$ cat src/hw/ir_event_defines.svh
// Offsets, field positions, reset values and widths of the infrared port event block
`ifndef IR_EVENT_DEFINES_SVH
`define IR_EVENT_DEFINES_SVH

// Register byte addresses
`define OFS_FRAME_INFO      32'h808b_0020
`define OFS_SLOW_IR_TEST    32'h808b_0030
`define OFS_MR_STATUS       32'h808b_0080
`define OFS_MR_INT_MASK     32'h808b_0084
`define OFS_MR_INT_PENDING  32'h808b_0088
`define OFS_FR_STATUS       32'h808b_0180
`define OFS_FR_INT_MASK     32'h808b_0184
`define OFS_FR_INT_PENDING  32'h808b_0188

// Event positions shared by status, mask and pending registers
`define EVENT_W             7
`define BIT_RX_FRAME_LOST   6
`define BIT_RX_INFO_LOST    5
`define BIT_RX_FRAME_DONE   4
`define BIT_RX_SERVICE      3
`define BIT_TX_ABORTED      2
`define BIT_TX_FRAME_DONE   1
`define BIT_TX_SERVICE      0

// Sticky write-one-to-clear bits and live read-only bits
`define STICKY_BITS         7'h76
`define LIVE_BITS           7'h09

// Reset values
`define STATUS_RST          7'h00
`define MASK_RST            7'h00
`define READ_ZERO           32'h0000_0000

// Frame information layout: four flags low, byte count above
`define INFO_FLAGS_W        4
`define INFO_COUNT_W        11
`define INFO_COUNT_LSB      4
`define INFO_RST            15'h0000

// Slow infrared test register: four live bits from bit 4 up
`define TEST_W              4
`define TEST_LSB            4

`endif

$ cat src/hw/ir_event_pkg.sv
// Types shared by the infrared port event block
`include "ir_event_defines.svh"

package ir_event_pkg;

  // One bit per event position
  typedef logic [`EVENT_W-1:0] event_vec_t;

  // Register selected by an APB address
  typedef enum {
    sel_none,
    sel_frame_info,
    sel_slow_test,
    sel_mr_status,
    sel_mr_mask,
    sel_mr_pending,
    sel_fr_status,
    sel_fr_mask,
    sel_fr_pending
  } reg_sel_t;

endpackage : ir_event_pkg

$ cat src/hw/ir_sync_bits.sv
// Two flip-flop synchroniser for the slow infrared observation signals
`include "ir_event_defines.svh"

module ir_sync_bits
  import ir_event_pkg::*;
(
  input  wire logic                 i_sys_clk,
  input  wire logic                 i_sys_rst,
  input  wire logic [`TEST_W-1:0]   i_async,
  output logic      [`TEST_W-1:0]   o_sync
);

  genvar g;

  // One independent two-stage chain per bit; the first stage feeds only the second
  generate
    for (g = 0; g < `TEST_W; g = g + 1) begin : g_chain
      logic meta;    // First stage, may be metastable
      logic stable;  // Second stage, safe to read

      always_ff @(posedge i_sys_clk or posedge i_sys_rst) begin
        if (i_sys_rst) begin
          meta   <= 1'b0;
          stable <= 1'b0; // RULE16
        end else begin
          meta   <= i_async[g];
          stable <= meta;
        end
      end

      assign o_sync[g] = stable;
    end
  endgenerate

endmodule : ir_sync_bits

$ cat src/hw/ir_event_bank.sv
// Status, mask and pending logic for one infrared rate path
`include "ir_event_defines.svh"

module ir_event_bank
  import ir_event_pkg::*;
(
  input  wire logic       i_sys_clk,
  input  wire logic       i_sys_rst,
  input  wire event_vec_t i_set,
  input  wire event_vec_t i_live,
  input  wire logic       i_status_wr,
  input  wire logic       i_mask_wr,
  input  wire event_vec_t i_wdata,
  input  wire logic       i_info_read,
  output event_vec_t      o_status,
  output event_vec_t      o_mask,
  output event_vec_t      o_pending,
  output logic            o_irq
);

  event_vec_t sticky;      // Stored event flags
  event_vec_t clr;         // Bits cleared this cycle
  event_vec_t mask;        // Interrupt enables

  // Write-one clears sticky bits only; zeros and live bits are untouched
  always_comb begin
    clr = i_status_wr ? (i_wdata & `STICKY_BITS) : `STATUS_RST; // RULE18
    if (i_info_read) begin
      clr[`BIT_RX_FRAME_DONE] = 1'b1; // RULE5
    end
  end

  // Set is applied after clear so a same-cycle event survives
  always_ff @(posedge i_sys_clk or posedge i_sys_rst) begin
    if (i_sys_rst) begin
      sticky <= `STATUS_RST;
    end else begin
      sticky <= ((sticky & ~clr) | i_set) & `STICKY_BITS; // RULE19
    end
  end

  // Mask register, plain read/write
  always_ff @(posedge i_sys_clk or posedge i_sys_rst) begin
    if (i_sys_rst) begin
      mask <= `MASK_RST;
    end else if (i_mask_wr) begin
      mask <= i_wdata; // RULE11
    end
  end

  assign o_status  = sticky | (i_live & `LIVE_BITS);
  assign o_mask    = mask;
  assign o_pending = o_status & mask; // RULE12
  assign o_irq     = |o_pending;

endmodule : ir_event_bank

$ cat src/hw/ir_port_events.sv
// Event status, masking and interrupt block of the infrared communication port
//
// What this block does
// RULE1: Frame lost set on overrun at frame start
// RULE2: Lost when newest FIFO entry holds old end
// RULE3: Info lost set when frame done still set
// RULE4: Last word read sets done, captures frame info
// RULE5: Reading frame info clears frame done
// RULE6: Receive service live: data, enabled, not discarding
// RULE7: Receive service drops once buffer empties
// RULE8: Transmit aborted set only with underrun abort
// RULE9: Transmit complete set on any frame end
// RULE10: Transmit service live: not full and enabled
// RULE11: Mask bit gates its status bit
// RULE12: Pending bit is status AND mask
// RULE13: Port interrupt follows any medium-rate pending bit
// RULE14: Fast path has own registers and interrupt
// RULE15: Test register shows four live serial signals
// RULE16: Test register resets to zero
// RULE17: Frame info keeps flags, eleven-bit count
// RULE18: Zero writes and read-only bits leave state
// RULE19: Set event beats same-cycle clear
`include "ir_event_defines.svh"

module ir_port_events
  import ir_event_pkg::*;
(
  // Clock and reset
  input  wire logic        i_sys_clk,
  input  wire logic        i_sys_rst,
  // APB slave
  input  wire logic        i_psel,
  input  wire logic        i_penable,
  input  wire logic        i_pwrite,
  input  wire logic [31:0] i_paddr,
  input  wire logic [31:0] i_pwdata,
  output logic      [31:0] o_prdata,
  output logic             o_pready,
  output logic             o_pslverr,
  // Rate selection from the port control word
  input  wire logic        i_fast_rate_sel,
  // Receive datapath events
  input  wire logic        i_rx_overrun,
  input  wire logic        i_rx_tail_has_eof,
  input  wire logic        i_rx_last_word_read,
  input  wire logic        i_rx_fifo_empty,
  input  wire logic        i_rx_discarding,
  input  wire logic        i_rx_enable,
  // Receive flag word and byte count of the frame being closed
  input  wire logic        i_rx_framing_err,
  input  wire logic        i_rx_overrun_flag,
  input  wire logic        i_rx_crc_err,
  input  wire logic        i_rx_abort,
  input  wire logic [15:0] i_rx_byte_count,
  // Transmit datapath events
  input  wire logic        i_tx_frame_sent,
  input  wire logic        i_tx_frame_aborted,
  input  wire logic        i_tx_underrun_abort_ctl,
  input  wire logic        i_tx_fifo_full,
  input  wire logic        i_tx_enable,
  // Slow infrared signals observed by the test register
  input  wire logic        i_slow_ir_enable,
  input  wire logic        i_slow_ir_serial_out,
  input  wire logic        i_uart_tx_serial_in,
  input  wire logic        i_uart_rx_serial_out,
  // Interrupts
  output logic             o_port_irq,
  output logic             o_fast_irq
);

  // Address decode, used by the read path, the write path and the error answer
  function automatic reg_sel_t decode_addr(input logic [31:0] addr);
    reg_sel_t sel;
    sel = sel_none;
    case (addr)
      `OFS_FRAME_INFO:     sel = sel_frame_info;
      `OFS_SLOW_IR_TEST:   sel = sel_slow_test;
      `OFS_MR_STATUS:      sel = sel_mr_status;
      `OFS_MR_INT_MASK:    sel = sel_mr_mask;
      `OFS_MR_INT_PENDING: sel = sel_mr_pending;
      `OFS_FR_STATUS:      sel = sel_fr_status;
      `OFS_FR_INT_MASK:    sel = sel_fr_mask;
      `OFS_FR_INT_PENDING: sel = sel_fr_pending;
      default:             sel = sel_none;
    endcase
    return sel;
  endfunction : decode_addr

  // Bus phase qualifiers
  reg_sel_t   bus_sel;           // Register addressed by the current transfer
  logic       setup_phase;       // First cycle of a transfer
  logic       access_phase;      // Completing cycle of a transfer
  logic       wr_access;         // Write taking effect this edge
  logic       rd_access;         // Read completing this edge

  // Event vectors before and after routing to a rate path
  event_vec_t evt_set;           // Sticky events raised this cycle
  event_vec_t evt_live;          // Live service request levels
  event_vec_t mr_set;            // Events for the medium-rate path
  event_vec_t fr_set;            // Events for the fast-rate path
  event_vec_t mr_live;           // Live levels for the medium-rate path
  event_vec_t fr_live;           // Live levels for the fast-rate path

  // Bank outputs
  event_vec_t mr_status;         // Medium-rate status view
  event_vec_t mr_mask;           // Medium-rate mask
  event_vec_t mr_pending;        // Medium-rate masked events
  event_vec_t fr_status;         // Fast-rate status view
  event_vec_t fr_mask;           // Fast-rate mask
  event_vec_t fr_pending;        // Fast-rate masked events
  logic       mr_irq;            // Any medium-rate pending bit
  logic       fr_irq;            // Any fast-rate pending bit
  logic       done_already;      // Frame done still set in the active path

  // Frame information and test register state
  logic [`INFO_FLAGS_W+`INFO_COUNT_W-1:0] frame_info;  // Flags and count of last frame
  logic [`TEST_W-1:0]                     test_live;   // Synchronised serial signals
  logic [31:0]                            next_prdata; // Read data for the addressed register
  logic [31:0]                            prdata;      // Registered read data

  assign bus_sel      = decode_addr(i_paddr);
  assign setup_phase  = i_psel & ~i_penable;
  assign access_phase = i_psel & i_penable;
  assign wr_access    = access_phase & i_pwrite;
  assign rd_access    = access_phase & ~i_pwrite;

  // Zero-wait slave: every access completes in its first access cycle
  assign o_pready  = 1'b1;
  assign o_pslverr = access_phase & (bus_sel == sel_none);

  // Frame done of the path that is receiving decides whether info is lost
  assign done_already = i_fast_rate_sel ? fr_status[`BIT_RX_FRAME_DONE]
                                        : mr_status[`BIT_RX_FRAME_DONE];

  // Raise events from the datapath strobes
  always_comb begin
    evt_set = `STATUS_RST;
    // Overrun with an old end marker in the newest entry drops the whole frame
    evt_set[`BIT_RX_FRAME_LOST] = i_rx_overrun & i_rx_tail_has_eof; // RULE1 RULE2
    evt_set[`BIT_RX_INFO_LOST]  = i_rx_last_word_read & done_already; // RULE3
    evt_set[`BIT_RX_FRAME_DONE] = i_rx_last_word_read; // RULE4
    // An abort is only counted when underrun abort is enabled
    evt_set[`BIT_TX_ABORTED]    = i_tx_frame_aborted & i_tx_underrun_abort_ctl; // RULE8
    evt_set[`BIT_TX_FRAME_DONE] = i_tx_frame_sent | i_tx_frame_aborted; // RULE9
  end

  // Live service request levels; they follow the buffers with no stored state
  always_comb begin
    evt_live = `STATUS_RST;
    evt_live[`BIT_RX_SERVICE] = ~i_rx_fifo_empty & i_rx_enable & ~i_rx_discarding; // RULE6 RULE7
    evt_live[`BIT_TX_SERVICE] = ~i_tx_fifo_full & i_tx_enable; // RULE10
  end

  // Route events to the path that is active; the idle path sees nothing
  always_comb begin
    if (i_fast_rate_sel) begin
      mr_set  = `STATUS_RST;
      mr_live = `STATUS_RST;
      fr_set  = evt_set; // RULE14
      fr_live = evt_live;
    end else begin
      mr_set  = evt_set;
      mr_live = evt_live;
      fr_set  = `STATUS_RST;
      fr_live = `STATUS_RST;
    end
  end

  // Medium-rate status, mask and pending registers
  ir_event_bank u_mr_bank (
    .i_sys_clk   (i_sys_clk),
    .i_sys_rst   (i_sys_rst),
    .i_set       (mr_set),
    .i_live      (mr_live),
    .i_status_wr (wr_access && (bus_sel == sel_mr_status)),
    .i_mask_wr   (wr_access && (bus_sel == sel_mr_mask)),
    .i_wdata     (i_pwdata[`EVENT_W-1:0]),
    .i_info_read (rd_access && (bus_sel == sel_frame_info)),
    .o_status    (mr_status),
    .o_mask      (mr_mask),
    .o_pending   (mr_pending),
    .o_irq       (mr_irq)
  );

  // Fast-rate status, mask and pending registers
  ir_event_bank u_fr_bank (
    .i_sys_clk   (i_sys_clk),
    .i_sys_rst   (i_sys_rst),
    .i_set       (fr_set),
    .i_live      (fr_live),
    .i_status_wr (wr_access && (bus_sel == sel_fr_status)),
    .i_mask_wr   (wr_access && (bus_sel == sel_fr_mask)),
    .i_wdata     (i_pwdata[`EVENT_W-1:0]),
    .i_info_read (rd_access && (bus_sel == sel_frame_info)),
    .o_status    (fr_status),
    .o_mask      (fr_mask),
    .o_pending   (fr_pending),
    .o_irq       (fr_irq)
  );

  // Interrupt lines follow the pending registers directly
  assign o_port_irq = mr_irq; // RULE13
  assign o_fast_irq = fr_irq; // RULE14

  // Capture flags and count when the last word of a frame leaves the FIFO
  always_ff @(posedge i_sys_clk or posedge i_sys_rst) begin
    if (i_sys_rst) begin
      frame_info <= `INFO_RST;
    end else if (i_rx_last_word_read) begin
      // Counts past 2047 wrap; only the low eleven bits are kept
      frame_info <= {i_rx_byte_count[`INFO_COUNT_W-1:0], // RULE17
                     i_rx_framing_err, i_rx_overrun_flag,
                     i_rx_crc_err, i_rx_abort}; // RULE4
    end
  end

  // Serial signals may come from other clocks, so all four are synchronised
  ir_sync_bits u_sync (
    .i_sys_clk (i_sys_clk),
    .i_sys_rst (i_sys_rst),
    .i_async   ({i_slow_ir_enable, i_slow_ir_serial_out,
                 i_uart_tx_serial_in, i_uart_rx_serial_out}), // RULE15
    .o_sync    (test_live)
  );

  // Read multiplexer; reserved bits read as zero
  always_comb begin
    next_prdata = `READ_ZERO;
    case (bus_sel)
      sel_frame_info: begin
        next_prdata[`INFO_FLAGS_W+`INFO_COUNT_W-1:0] = frame_info;
      end
      sel_slow_test: begin
        next_prdata[`TEST_LSB+`TEST_W-1:`TEST_LSB] = test_live; // RULE15
      end
      sel_mr_status: begin
        next_prdata[`EVENT_W-1:0] = mr_status;
      end
      sel_mr_mask: begin
        next_prdata[`EVENT_W-1:0] = mr_mask;
      end
      sel_mr_pending: begin
        next_prdata[`EVENT_W-1:0] = mr_pending; // RULE12
      end
      sel_fr_status: begin
        next_prdata[`EVENT_W-1:0] = fr_status;
      end
      sel_fr_mask: begin
        next_prdata[`EVENT_W-1:0] = fr_mask;
      end
      sel_fr_pending: begin
        next_prdata[`EVENT_W-1:0] = fr_pending;
      end
      default: begin
        next_prdata = `READ_ZERO;
      end
    endcase
  end

  // Read data is sampled in the setup cycle and held through the access cycle;
  // the clear-on-read of frame done acts at the access edge, after the sample
  always_ff @(posedge i_sys_clk or posedge i_sys_rst) begin
    if (i_sys_rst) begin
      prdata <= `READ_ZERO;
    end else if (setup_phase && !i_pwrite) begin
      prdata <= next_prdata;
    end
  end

  assign o_prdata = prdata;

endmodule : ir_port_events

$ cat config.mk
export PLATFORM = sky130hd
export DESIGN_NAME = ir_port_events
export DESIGN_NICKNAME = d
export VERILOG_FILES = /design/src/hw/ir_event_pkg.sv /design/src/hw/ir_sync_bits.sv /design/src/hw/ir_event_bank.sv /design/src/hw/ir_port_events.sv
export VERILOG_INCLUDE_DIRS = /design/src /design/src/hw
export SDC_FILE = /design/constraint.sdc
export NUM_CORES = 1
export LEC_CHECK = 0
export ABC_CLOCK_PERIOD_IN_PS = 8400
export BUFFER_PORTS_ARGS = -buffer_cell sky130_fd_sc_hd__buf_2
export CAP_MARGIN = 20
export CORE_UTILIZATION = 43
export CTS_BUF_LIST = sky130_fd_sc_hd__clkbuf_8
export DETAILED_ROUTE_END_ITERATION = 12
export HOLD_SLACK_MARGIN = 0.03
export PLACE_DENSITY = 0.73
export SLEW_MARGIN = 25
export SYNTH_ARGS = -nofsm -noshare
export SYNTH_HDL_FRONTEND = slang
export SYNTH_SLANG_ARGS = --single-unit
$ cat constraint.sdc
create_clock -name i_sys_clk -period 8.4 [get_ports i_sys_clk]
set_clock_uncertainty 0.05 [all_clocks]
set_input_delay 2.52 -clock i_sys_clk [delete_from_list [all_inputs] [get_ports i_sys_clk]]
set_output_delay 2.52 -clock i_sys_clk [all_outputs]
set_load 0.01 [all_outputs]
Word level (Yosys, flattened, before mapping)
Index checks and enable logic that the tools add are counted.
Widths: inputs -> output; s select.
{"block": "totals", "ff_bits": 62, "latchBits": 0, "ramBits": 0, "mem_bits_ro": 0, "input_bits": 105, "output_inout_bits": 36, "word_cells": 86, "mem_count": 0}
{"block": "op_classes", "n_addsub": 0, "n_mul": 0, "n_div": 0, "n_lt_le_gt_ge": 0, "eq_ne": 21, "shifts": 0, "muxes": 14, "bitwise": 27, "n_reduce_logical": 10}
{"operator": "$eq 32x32->1 const B", "count": 8}
{"operator": "$eq 32x3->1 const B", "count": 5}
{"operator": "$eq 32x4->1 const B", "count": 4}
{"operator": "$eq 32x2->1 const B", "count": 3}
{"operator": "$mux 7", "count": 5}
{"operator": "$eq 32x1->1 const B", "count": 1}
{"operator": "$logic_not 32->1", "count": 1}
{"operator": "$pmux 4 s8", "count": 1}
{"operator": "$and 7x7->7", "count": 4}
{"operator": "$pmux 4 s7", "count": 1}
{"operator": "$pmux 3 s8", "count": 1}
{"operator": "$not 7->7", "count": 2}
{"operator": "$or 7x4->7", "count": 2}
{"operator": "$or 7x7->7", "count": 2}
{"operator": "$reduce_or 7->1", "count": 2}
{"operator": "$and 1x1->1", "count": 11}
{"operator": "$mux 4", "count": 2}
{"operator": "$logic_and 1x1->1", "count": 6}
{"operator": "$not 1->1", "count": 5}
{"operator": "$mux 1", "count": 3}
{"operator": "$pmux 1 s2", "count": 1}
{"operator": "$logic_not 1->1", "count": 1}
{"operator": "$or 1x1->1", "count": 1}

Longest topological paths before layout
{"block": "logic_depth", "depth_word": 9, "depth_mapped": 9, "mapped_depth_nobuf": 6}

By module
From an unflattened synthesis, not the netlist that was laid out.
{"block": "unflattened", "cells_unflattened": 335, "area_unflattened_um2": 3507.1}
{"module": "ir_port_events", "n_inst": 1, "cells_per_inst": 234, "area_each_um2": 2199.6, "seq_area_each_um2": 750.7}
{"module": "ir_event_bank", "n_inst": 2, "cells_per_inst": 44, "area_each_um2": 536.8, "seq_area_each_um2": 300.3}
{"module": "ir_sync_bits", "n_inst": 1, "cells_per_inst": 13, "area_each_um2": 234.0, "seq_area_each_um2": 200.2}

Worst setup path before layout
No wires, ideal clock.
{"block": "synth_path", "kind": "input port to output port", "start": "input port i_paddr[13]", "end": "output port o_pslverr", "arrival_time_ps": 3994, "t_required_ps": 5830, "slack_ps": 1836, "stages": 5, "n_path_buf": 0, "path_cell_list": "or4_4 nor4_1 o311ai_1 a21oi_1 nor3_1"}
{"block": "synth_between", "elab_chain_cells": 4, "elab_cells_between_ends": 11, "cone_classes": "eq/ne: 8; mux: 1; bitwise: 1; reduce/logical: 1"}
{"element": "from (decl)", "line": "ir_port_events.sv:35", "text": "input wire logic [31:0] i_paddr,"}
{"element": "$eq 32x32->1", "line": "ir_port_events.sv:75", "text": "case (addr)"}
{"element": "$pmux 4 s8 *", "line": "ir_port_events.sv:75"}
{"element": "$logic_not 32->1 *", "line": "ir_port_events.sv:129", "text": "assign o_pslverr = access_phase & (bus_sel == sel_none);"}
{"element": "$and 1x1->1 *", "line": "ir_port_events.sv:129"}
{"element": "to (decl)", "line": "ir_port_events.sv:39", "text": "output logic o_pslverr,"}
Mark *: on every way between the ends. The rest lies on a longest branch, timed or not.

Final worst setup path
Same ends and word-level chain as after synthesis.

==> results.cfg <==
[status]
status = finished clean

[layout]
fin_util = 0.545
multi_input_area_mm2 = 0.00166
nFillCells = 704
drive_gt1_frac = 0.365
finish.instance_area_mm2 = 0.00406
diodes = 0
regArea_mm2 = 0.00155
nNetsFinal = 526
syn_to_final_growth_pct = 19.8

[synthesis]
synthCells = 329
synthTopCellsByCount = 62 x dfrtp_1, 40 x nand2_1, 28 x mux2_2
synth_ff_type = dfrtp_1
synth.most_common_cell = dfrtp_1
synth_top_area_share = 0.458
async_reset_ff_frac = 1.00
synth_seq_cells = 62
synth.distinct_cells = 61
post_synth.cell_area_avg_um2 = 10.3
synth_warnings = 0
ys_seq_area_frac = 0.458
synth-edff-count = 0
yosys-top-cells-area = dfrtp_1 46%, mux2_2 9.3%, nand2_1 4.4%
yosysTopAreaCell = dfrtp_1
syn-cell-area_mm2 = 0.00339

[worst_setup_path]
crit_type = in -> out
r2r.worst_path.cells = 5
cp_data_arrival_time_ns = 4.57
required_ns = 5.83
r2r_slack_ns = 6.89
worstPathMaxFanout = 10
startpoint_type = primary input
critPathCaptureType = output port
crit_path_start = i_paddr[13]
r2r_start = u_fr_bank.sticky[5]
rr_endpoint = o_prdata[5]

[min_path]
min-delay-start = u_sync.g_chain[2].meta
hold_path_end = u_sync.g_chain[2].stable
min_path_cells = 0
hold_path.class = reg -> reg

[grt]
track_usage = 0.218
grt_pass1_wl_um = 14000
grt_max_degree = 63
gr-total-overflow = 0
antenna_found_initial = 0
grt_pass1_vias = 2859

[sta]
tightest_slew_ns = 0.974
setup_viol = 0
hold_viol_final = 0
fmax_mhz = 140
maxSlewHeadroom = 0.347
fin_crit_sh = 0.850
slew_viol_final = 0
fin_crit_ns = 7.14
setup_tns_ns = 0
rsz0062_at_grt = no

[routing]
wire_per_inst_um = 16.2
firstDrtPassIters = 5
totalWireLength_um = 8510
viasPerCell = 5.61
route.detailed.drc = 0
vias = 2939
drt_iter0_drc = 167
final_antenna_net_count = 0

[power_and_ir_drop]
power_density_mw_per_mm2 = 153
peakVddDrop_uv = 102
p_leak_uw = 0.00190
power.total_uw = 620

[floorplan]
initial_core_util = 0.455
dieWidth_um = 90.8
num_rows = 31
die_h_um = 90.8
core_mm2 = 0.00745
die-area_mm2 = 0.00824
io_pins = 141

[clock_network]
cts_resized = 0
clk_latency_ns = 0.34
holdBufCountCts = 0
cts_tree = yes
postCtsSetupRepairBufs = 0
clk_pin_slew_ns = 0.06
htreeDepth = 3
root_buffer = clkbuf_8
cts_buffer_depth = 2
cts_inserted_buffers = 9
clock-sinks = 62

[place]
dp_hpwl_um = 6530
gp_congestion = 0.952
portBuffers = 92
placed_area_mm2 = 0.00387

[flow_run]
maxCapViolCount = 0
-- routing by layer --
layer  vias up  routed length, um  global-route usage
li1       1378                  -                   -
met5         -                  0                   0
met4         0                175              0.0901
met1      1404               3750               0.291
met2       138               3910               0.331
met3        19                681              0.0631
-- power breakdown --
group / internal, uW / switching, uW
Clock: 141 / 108
Sequential: 309 / 4.93
Combinational: 25.3 / 32.5
Total: 475 / 145
-- state kept, by name, indices dropped and copies added (netlist names) --
signal,flops
u_mr_bank.sticky,5
u_sync.g_chain.stable,4
o_prdata,15
u_fr_bank.o_mask,7
u_mr_bank.o_mask,7
u_sync.g_chain.meta,4
u_fr_bank.sticky,5
frame_info,15
-- stage by stage --
step,setup WS [ns],std cells,hold slack [ns]
after CTS,1.28,524,0.307
final,1.26,524,0.302
after global routing,1.20,524,0.315
after global placement,1.29,509,0.294
after detailed placement,1.29,509,0.289
after floorplan,1.84,345,0.281
-- cell usage in the layout, fill, tap and decap left out, types with 2 or more instances in the layout --
cell,synthesis,final
inv_1,8,8
clkinv_2,0,2
a22oi_1,6,6
a2111oi_0,2,2
o2bb2ai_1,4,4
mux2_2,28,28
nor3_1,6,6
nand2_1,40,40
a21oi_1,10,10
dfrtp_1,62,62
o22ai_1,2,2
buf_2,2,92
nor4_1,3,3
or3b_2,2,2
a222oi_1,3,3
nand3_1,16,16
nor2b_1,9,9
nand4_1,5,5
conb_1,2,18
nand2b_1,3,3
a221o_1,2,2
a221oi_1,2,2
and4_1,2,2
a2bb2oi_1,4,4
buf_4,18,6
a32o_1,4,4
and2_1,5,5
and3_1,3,3
o21ai_0,11,11
nor3b_1,5,5
clkbuf_8,0,10
nor2_1,8,8
or4_1,3,3
a32oi_1,5,5
a211o_1,2,2
nor4b_1,4,4
nor3_2,2,2
-- worst max-delay path, cell delays in order --
cell and delay (ns):
buf_2 0.09, or4_4 0.53, or4_1 0.74, nor3b_2 0.41, nor3_1 0.11, buf_2 0.16
-- cell type report --
class | instances | share of cell area
multi-input cells | 242 | 0.408
flip-flops and latches | 62 | 0.382
repair buffers | 98 | 0.125
clock buffers | 10 | 0.0339
well taps | 99 | 0.0305
clock inverters | 5 | 0.0126
inverters | 8 | 0.00740
-- cells by family (layout without fill, tap and decap cells) --
group,after synthesis,after routing,share of synthesized area
AND/OR/NAND/NOR,128,128,0.225
AO/OA/AOI/OAI,68,68,0.151
flip-flops,62,62,0.458
buffers and inverters,41,121,0.0706
multiplexers,28,28,0.0931
other,2,18,0.00222
-- worst max-delay path by stage --
stage                end  slack [ns]  cells past startpoint
2_1_floorplan  o_pslverr        1.84                      5
3_3_place_gp   o_pslverr        1.29                      6
3_5_place_dp   o_pslverr        1.29                      6
4_1_cts        o_pslverr        1.28                      6
5_1_grt        o_pslverr        1.20                      6
6_report       o_pslverr        1.26                      6
(Power assumes the default switching activity.)
